File: config.mk
export PLATFORM = sky130hd
export DESIGN_NAME = aqg_gen
export DESIGN_NICKNAME = d
export VERILOG_FILES = /design/src/aqg_pkg.sv /design/src/aqg_gen.sv
export SDC_FILE = /design/constraint.sdc
export NUM_CORES = 1
export LEC_CHECK = 0
export BUFFER_PORTS_ARGS = -buffer_cell sky130_fd_sc_hd__buf_2
export CORE_MARGIN = 8
export CORE_UTILIZATION = 55
export DETAILED_ROUTE_END_ITERATION = 8
export PLACE_DENSITY = 0.69
export SLEW_MARGIN = 25
export SYNTH_ARGS = -nofsm -noshare
export SYNTH_HDL_FRONTEND = slang
export SYNTH_SLANG_ARGS = --single-unit
File: constraint.sdc
create_clock -name core_clk_i -period 6.75 [get_ports core_clk_i]
set_input_delay 1.35 -clock core_clk_i [delete_from_list [all_inputs] [get_ports core_clk_i]]
set_output_delay 1.35 -clock core_clk_i [all_outputs]
set_load 0.02 [all_outputs]
File: src/aqg_pkg.sv
// Constants, carriers and state codes for the quadrature pulse-train generator.
// Assumes one 200 MHz logic clock and a host that pushes words into the parameter queue.
package aqg_pkg;
  localparam int unsigned CNT_W = 32;
  localparam logic [31:0] ZERO_VAL = 32'h0000_0000;
  localparam logic [31:0] ONES_VAL = 32'hFFFF_FFFF;
  localparam logic [31:0] TICK_CMP = 32'h0000_0000;
  localparam logic [1:0]  TAG_NONE = 2'h0;
  localparam logic [1:0]  TAG_LOAD = 2'h1;
  localparam logic [1:0]  TAG_DONE = 2'h2;
  localparam logic [1:0]  QUAD_RST = 2'h0;
  typedef enum logic [5:0] {
    SQ_IDLE = 6'h01,
    SQ_HALT = 6'h02,
    SQ_EDGE = 6'h04,
    SQ_IVAL = 6'h08,
    SQ_IHI  = 6'h10,
    SQ_ILO  = 6'h20
  } aqg_seq_t;
  typedef struct packed {
    logic a;
    logic b;
    logic idx;
  } aqg_quad_t;
endpackage

File: src/aqg_gen.sv
// Quadrature pulse-train generator with event sequencer and parameter queue.
// Assumes the host drives control bits from another domain, queue writes on core_clk_i.
`timescale 1ns/10ps
module aqg_gen #(
  parameter int unsigned DEPTH = 4
) (
  // Clock and reset.
  input  wire logic              core_clk_i,
  input  wire logic              nrst_i,
  // Host control bits, asynchronous.
  input  wire logic              load_i,
  input  wire logic              dir_i,
  // Parameter queue write port.
  input  wire logic              param_valid_i,
  input  wire logic [31:0]       param_data_i,
  output logic                   param_ready_o,
  // Pulse outputs and status.
  output aqg_pkg::aqg_quad_t     quad_o,
  output logic [1:0]             event_tag_o,
  output logic                   running_o
);
  localparam int AW = $clog2(DEPTH);
  logic [1:0]  ld_s_r, dir_s_r;
  logic        ld_d_r;
  logic [31:0] fifo_r [DEPTH];
  logic [AW:0] wp_r, rp_r;
  logic        fifo_empty, fifo_full, pop;
  aqg_pkg::aqg_seq_t seq_r;
  logic [31:0] ival_cnt_r, ival_cmp_r, edge_cnt_r, edge_cmp_r, idx_cnt_r, idx_hi_r, idx_lo_r;
  logic        halt_r, fin_force_r, stop_r, idx_r;
  logic        ival_clr_r, edge_tick, fin, run;
  logic [1:0]  q_r;

  // Two-flop synchronisers for host control bits.
  always_ff @(posedge core_clk_i or negedge nrst_i) begin
    if (!nrst_i) begin
      ld_s_r  <= 2'h0;
      dir_s_r <= 2'h0;
      ld_d_r  <= 1'b0;
    end else begin
      ld_s_r  <= {ld_s_r[0], load_i};
      dir_s_r <= {dir_s_r[0], dir_i};
      ld_d_r  <= ld_s_r[1];
    end
  end

  // Parameter queue, popped one word per sequencer load step (edge, interval, index high, index low).
  assign fifo_empty = (wp_r == rp_r);
  assign fifo_full  = (wp_r[AW-1:0] == rp_r[AW-1:0]) && (wp_r[AW] != rp_r[AW]);
  assign pop = !fifo_empty && (seq_r inside {aqg_pkg::SQ_EDGE, aqg_pkg::SQ_IVAL, aqg_pkg::SQ_IHI, aqg_pkg::SQ_ILO});
  always_ff @(posedge core_clk_i or negedge nrst_i) begin
    if (!nrst_i) begin
      wp_r <= '0;
      rp_r <= '0;
      param_ready_o <= 1'b0;
    end else begin
      if (param_valid_i && param_ready_o) begin
        fifo_r[wp_r[AW-1:0]] <= param_data_i;
        wp_r <= wp_r + 1'b1;
      end
      if (pop) rp_r <= rp_r + 1'b1;
      param_ready_o <= !fifo_full && !(param_valid_i && param_ready_o &&
                       (wp_r[AW-1:0] + 1'b1 == rp_r[AW-1:0]) && !pop);
    end
  end

  // Event sequencer: load program, stalling on an empty queue.
  always_ff @(posedge core_clk_i or negedge nrst_i) begin
    if (!nrst_i) begin
      seq_r       <= aqg_pkg::SQ_IDLE;
      halt_r      <= 1'b0;
      fin_force_r <= 1'b0;
      edge_cmp_r  <= aqg_pkg::ONES_VAL;
      ival_cmp_r  <= aqg_pkg::ONES_VAL;
      idx_hi_r    <= aqg_pkg::ONES_VAL;
      idx_lo_r    <= aqg_pkg::ONES_VAL;
      ival_clr_r  <= 1'b0;
      event_tag_o <= aqg_pkg::TAG_NONE;
    end else begin
      ival_clr_r <= 1'b0;
      // The done tag is raised in the cycle the stop latch sets, so it always follows the load tag.
      if (fin && !halt_r && !stop_r) event_tag_o <= aqg_pkg::TAG_DONE;
      unique case (seq_r)
        aqg_pkg::SQ_IDLE: begin
          if (ld_s_r[1] && !ld_d_r) begin
            halt_r      <= 1'b1;
            fin_force_r <= 1'b1;
            seq_r       <= aqg_pkg::SQ_HALT;
          end
        end
        aqg_pkg::SQ_HALT: begin
          edge_cmp_r  <= aqg_pkg::ONES_VAL;
          fin_force_r <= 1'b0;
          seq_r       <= aqg_pkg::SQ_EDGE;
        end
        aqg_pkg::SQ_EDGE: if (pop) begin
          edge_cmp_r <= fifo_r[rp_r[AW-1:0]];
          seq_r      <= aqg_pkg::SQ_IVAL;
        end
        aqg_pkg::SQ_IVAL: if (pop) begin
          ival_cmp_r <= fifo_r[rp_r[AW-1:0]];
          seq_r      <= aqg_pkg::SQ_IHI;
        end
        aqg_pkg::SQ_IHI: if (pop) begin
          idx_hi_r   <= fifo_r[rp_r[AW-1:0]];
          ival_clr_r <= 1'b1;
          seq_r      <= aqg_pkg::SQ_ILO;
        end
        aqg_pkg::SQ_ILO: if (pop) begin
          idx_lo_r    <= fifo_r[rp_r[AW-1:0]];
          event_tag_o <= aqg_pkg::TAG_LOAD;
          halt_r      <= 1'b0;
          seq_r       <= aqg_pkg::SQ_IDLE;
        end
      endcase
    end
  end

  // Run gate and finished detect; a zero edge count matches the cleared counter at once.
  assign run = !(stop_r || halt_r);
  assign fin = !fin_force_r && (edge_cnt_r == edge_cmp_r);
  // No tick in the finishing cycle, so a one-clock interval cannot send an extra edge.
  assign edge_tick = run && !fin && (ival_cnt_r == aqg_pkg::TICK_CMP);

  // Stop latch: set on finished level, forced clear while halt is requested.
  always_ff @(posedge core_clk_i or negedge nrst_i) begin
    if (!nrst_i) begin
      stop_r <= 1'b1;
    end else begin
      // A finished level seen once halt drops latches stop, which covers a zero edge count.
      if (halt_r) stop_r <= 1'b0;
      else if (fin) stop_r <= 1'b1;
    end
  end

  // Interval counter producing edge ticks.
  always_ff @(posedge core_clk_i or negedge nrst_i) begin
    if (!nrst_i) ival_cnt_r <= aqg_pkg::ZERO_VAL;
    else if (ival_clr_r) ival_cnt_r <= aqg_pkg::ZERO_VAL;
    else if (run) begin
      if (ival_cnt_r == ival_cmp_r) ival_cnt_r <= aqg_pkg::ZERO_VAL;
      else ival_cnt_r <= ival_cnt_r + 32'h1;
    end
  end

  // Edge and index counters, cleared when the train finishes.
  always_ff @(posedge core_clk_i or negedge nrst_i) begin
    if (!nrst_i) begin
      edge_cnt_r <= aqg_pkg::ZERO_VAL;
      idx_cnt_r  <= aqg_pkg::ZERO_VAL;
      idx_r      <= 1'b0;
    end else if (fin && !fin_force_r && edge_cmp_r != aqg_pkg::ZERO_VAL && edge_cnt_r != aqg_pkg::ZERO_VAL) begin
      edge_cnt_r <= aqg_pkg::ZERO_VAL;
      idx_cnt_r  <= aqg_pkg::ZERO_VAL;
      idx_r      <= 1'b0;
    end else if (edge_tick) begin
      edge_cnt_r <= edge_cnt_r + 32'h1;
      idx_cnt_r  <= idx_cnt_r + 32'h1;
      if (idx_cnt_r + 32'h1 == idx_hi_r) idx_r <= 1'b1;
      else if (idx_cnt_r + 32'h1 == idx_lo_r) idx_r <= 1'b0;
    end
  end

  // Quadrature state: gray sequence 00,10,11,01 forward as {a,b}.
  always_ff @(posedge core_clk_i or negedge nrst_i) begin
    if (!nrst_i) q_r <= aqg_pkg::QUAD_RST;
    else if (edge_tick) begin
      if (dir_s_r[1]) q_r <= {~q_r[0], q_r[1]};
      else q_r <= {q_r[0], ~q_r[1]};
    end
  end

  // Registered outputs.
  always_ff @(posedge core_clk_i or negedge nrst_i) begin
    if (!nrst_i) begin
      quad_o    <= '0;
      running_o <= 1'b0;
    end else begin
      quad_o    <= '{a: q_r[1], b: q_r[0], idx: idx_r};
      running_o <= run && !fin;
    end
  end
endmodule

==> out/metrics.cfg <==
[min_path]
hp-class=flip-flop to flip-flop
timing.hold.worst.start=ld_s_r[0]

[route]
viasPerCell=6.20
drt-initial-drc-count=1244
topRoutingLayerUsed=met5
wl_mm=47.7
wire_per_inst_um=22.8
drcViolationCount=0
routedLengthMet1_mm=21.2
wl_met2_mm=21.7
drt_pre_antenna_iters=5
met3WireLength_mm=3.37
dr_total_vias=12960
final_antenna_net_count=0

[worst_setup_path]
crit_arrival_ns=4.22
critPathLaunchType=flip-flop
cpPeakStageDelay_ns=0.69
cp_num_cells=9
crit_start=idx_cnt_r[0]
end_kind=flip-flop
r2r_slack_ns=3.00
critical_path_required_ns=7.23
reg2reg_to=idx_r
crit_fanout=11
cp_cell_sequence=ha_1, nand3_1, nor3_2, nand4_1, xor2_1, o211ai_1, or4b_1, nand4b_1, o21ai_0
critical_path_buf_inv_count=0
crit_path_top_delay_cell=nor3_2
cpLargestDelayFamily=simple AND/OR/NAND/NOR gates
r2r_cells=9
endpoint=idx_r
r2r-start=idx_cnt_r[0]
critPathKind=flip-flop to flip-flop

[place]
gp_congestion=0.963
io_buffers=43
placed_area_um2=19400
place_ws_ns=3.12
dp.final_hpwl_mm=32.0

[clocking]
htree_num_levels=2
ctsHoldBuffers=0
cts_resized=0
worst_setup_hold_path_clk_slew_ns=0.06
clock_path_buffers=3
clockRootBuffer=clkbuf_16
post_cts_buffers=0
clkSinkCount=383
cts_buffers=41
cts_tree=done
worstSkewPairLatency_ns=0.57

[timing]
max_freq_ghz=0.267
fin_crit_ns=3.75
finalCritPeriodShare_pct=55.5
hold_viol_final=0
clock-skew-final_ns=0.0268
tightest_slew_ns=0.854
relSlewSlack_pct=42.6
tns_ns=0
setup_slack_ns=3.00
rsz0062_at_grt=no
drv_slew=0
setup_viol=0

[logic_synthesis]
synth-edff-count=128
syn-cell-area_um2=18800
synth_nets=1642
ys_types=73
yosys_warnings=0
syn-mean-instance-area_um2=11.8
synthCells=1595
async_flop_share_pct=66.6
ys.flop_type=dfstp_2
ys_seq_area_share_pct=55.3
ys_seq_elements=383

[global_routing]
overflow=0
grt_pass1_vias=12697
grt_max_degree=82
antenna_found_initial=2
grt_pass1_wl_mm=74.9
track_usage_pct=23.5

[floorplan]
dieArea_um2=40300
die_w_um=201
rows=67
start_util_pct=55.9
coreArea_um2=33600
io_pins=44
dieHeight_um=201

[layout]
syn_to_final_growth_pct=11.0
drive_gt1_share_pct=25.0
ff_latch_area_um2=10400
fill_cells=2655
multiInputGateArea_um2=7990
final_area_um2=20900
mostFrequentLayoutCells=142 x nor2_1, 130 x dfstp_2, 128 x edfxtp_1
final_common_cell=nor2_1
nets=1657

[power]
p_leak_nw=8.04
vdd_drop_max_uv=305
power.density_nw_per_um2=401

[job]
cap_violations=0

[run_status]
status=finished, final reports clean

==> cell usage after synthesis (12+ instances only) <==
master | count | share of area (%)
nor2_1 | 144 | 2.9
dfstp_2 | 130 | 18
edfxtp_1 | 128 | 20
dfrtp_1 | 125 | 17
o21ai_0 | 111 | 3.0
xnor2_1 | 99 | 4.6
mux2_2 | 98 | 5.9
nand2_1 | 95 | 1.9
xor2_1 | 87 | 4.1
clkbuf_1 | 75 | 1.5
nor4_1 | 50 | 1.7
nand3_1 | 46 | 1.2
nand4_1 | 45 | 1.5
mux4_2 | 32 | 3.8
and3_1 | 29 | 0.97
o31ai_1 | 26 | 1.0
a21oi_1 | 25 | 0.67
inv_1 | 23 | 0.46
nor3_1 | 22 | 0.59
and2_1 | 15 | 0.50
nor2b_1 | 14 | 0.47
or3_1 | 13 | 0.43
and4_1 | 12 | 0.56
==> per-layer routing <==
metal	global-route usage, %	vias to the layer above
met4	7.60	2
met3	4.28	103
met5	0	-
met2	36.1	508
met1	33.6	6492
li1	-	5855
==> cells by family after synthesis <==
logic type,count (synthesis),share of synthesized area (%)
AOI/OAI and AO/OA,231,7.58
buffers and inverters,115,2.40
and+or+nand+nor,528,14.7
xor gates and xnor gates,191,9.27
DFF,383,55.3
muxes,137,10.1
adders and majority gates,10,0.666
==> worst min path at each step <==
stage            endpoint  slack [ns]  depth (start not counted)
5_1_grt         ld_s_r[1]        0.36                          0
3_5_place_dp    ld_s_r[1]        0.34                          0
6_report        ld_s_r[1]        0.35                          0
4_1_cts         ld_s_r[1]        0.35                          0
3_3_place_gp    ld_s_r[1]        0.33                          0
2_1_floorplan  dir_s_r[1]        0.33                          0
==> sequential cells by signal, indices dropped and copies added (netlist names), 2 cells and up <==
register,cells
edge_cmp_r,32
edge_cnt_r,32
event_tag_o,2
dir_s_r,2
quad_o,3
rp_r,3
wp_r,3
ival_cmp_r,32
fifo_r,128
idx_cnt_r,32
idx_hi_r,32
ld_s_r,2
ival_cnt_r,32
q_r,2
idx_lo_r,32
seq_r,6
==> layout make-up <==
cell class                      instances  share of cell area [%]
Clock inverter                         20                    1.12
Sequential cell                       383                    49.8
Antenna cell                            1                  0.0120
Tap cell                              448                    2.69
Inverter                               23                   0.414
Clock buffer                           56                    5.69
Timing Repair Buffer                   64                    1.95
Multi-Input combinational cell       1097                    38.3
==> metrics by stage <==
| step | power, W | hold WS, ns | cells | utilization, % |
|---|---|---|---|---|
| after floorplan | 0.00513 | 0.331 | 1595 | - |
| after global placement | 0.00597 | 0.332 | 2014 | 57.7 |
| after detailed placement | 0.00603 | 0.336 | 2014 | 57.7 |
| after CTS | 0.00838 | 0.350 | 2090 | 61.9 |
| after global routing | 0.00876 | 0.359 | 2092 | 62.0 |
| final | 0.00836 | 0.348 | 2092 | 62.0 |
==> where the power goes <==
part           internal [W]  total (W)  switching (W)  leakage, nW
registers           0.00313    0.00360       0.000468         4.21
clock network       0.00137    0.00232       0.000956        0.699
logic               0.00103    0.00244        0.00141         3.13
total               0.00552    0.00836        0.00284         8.04
(Power assumes the default switching activity.)
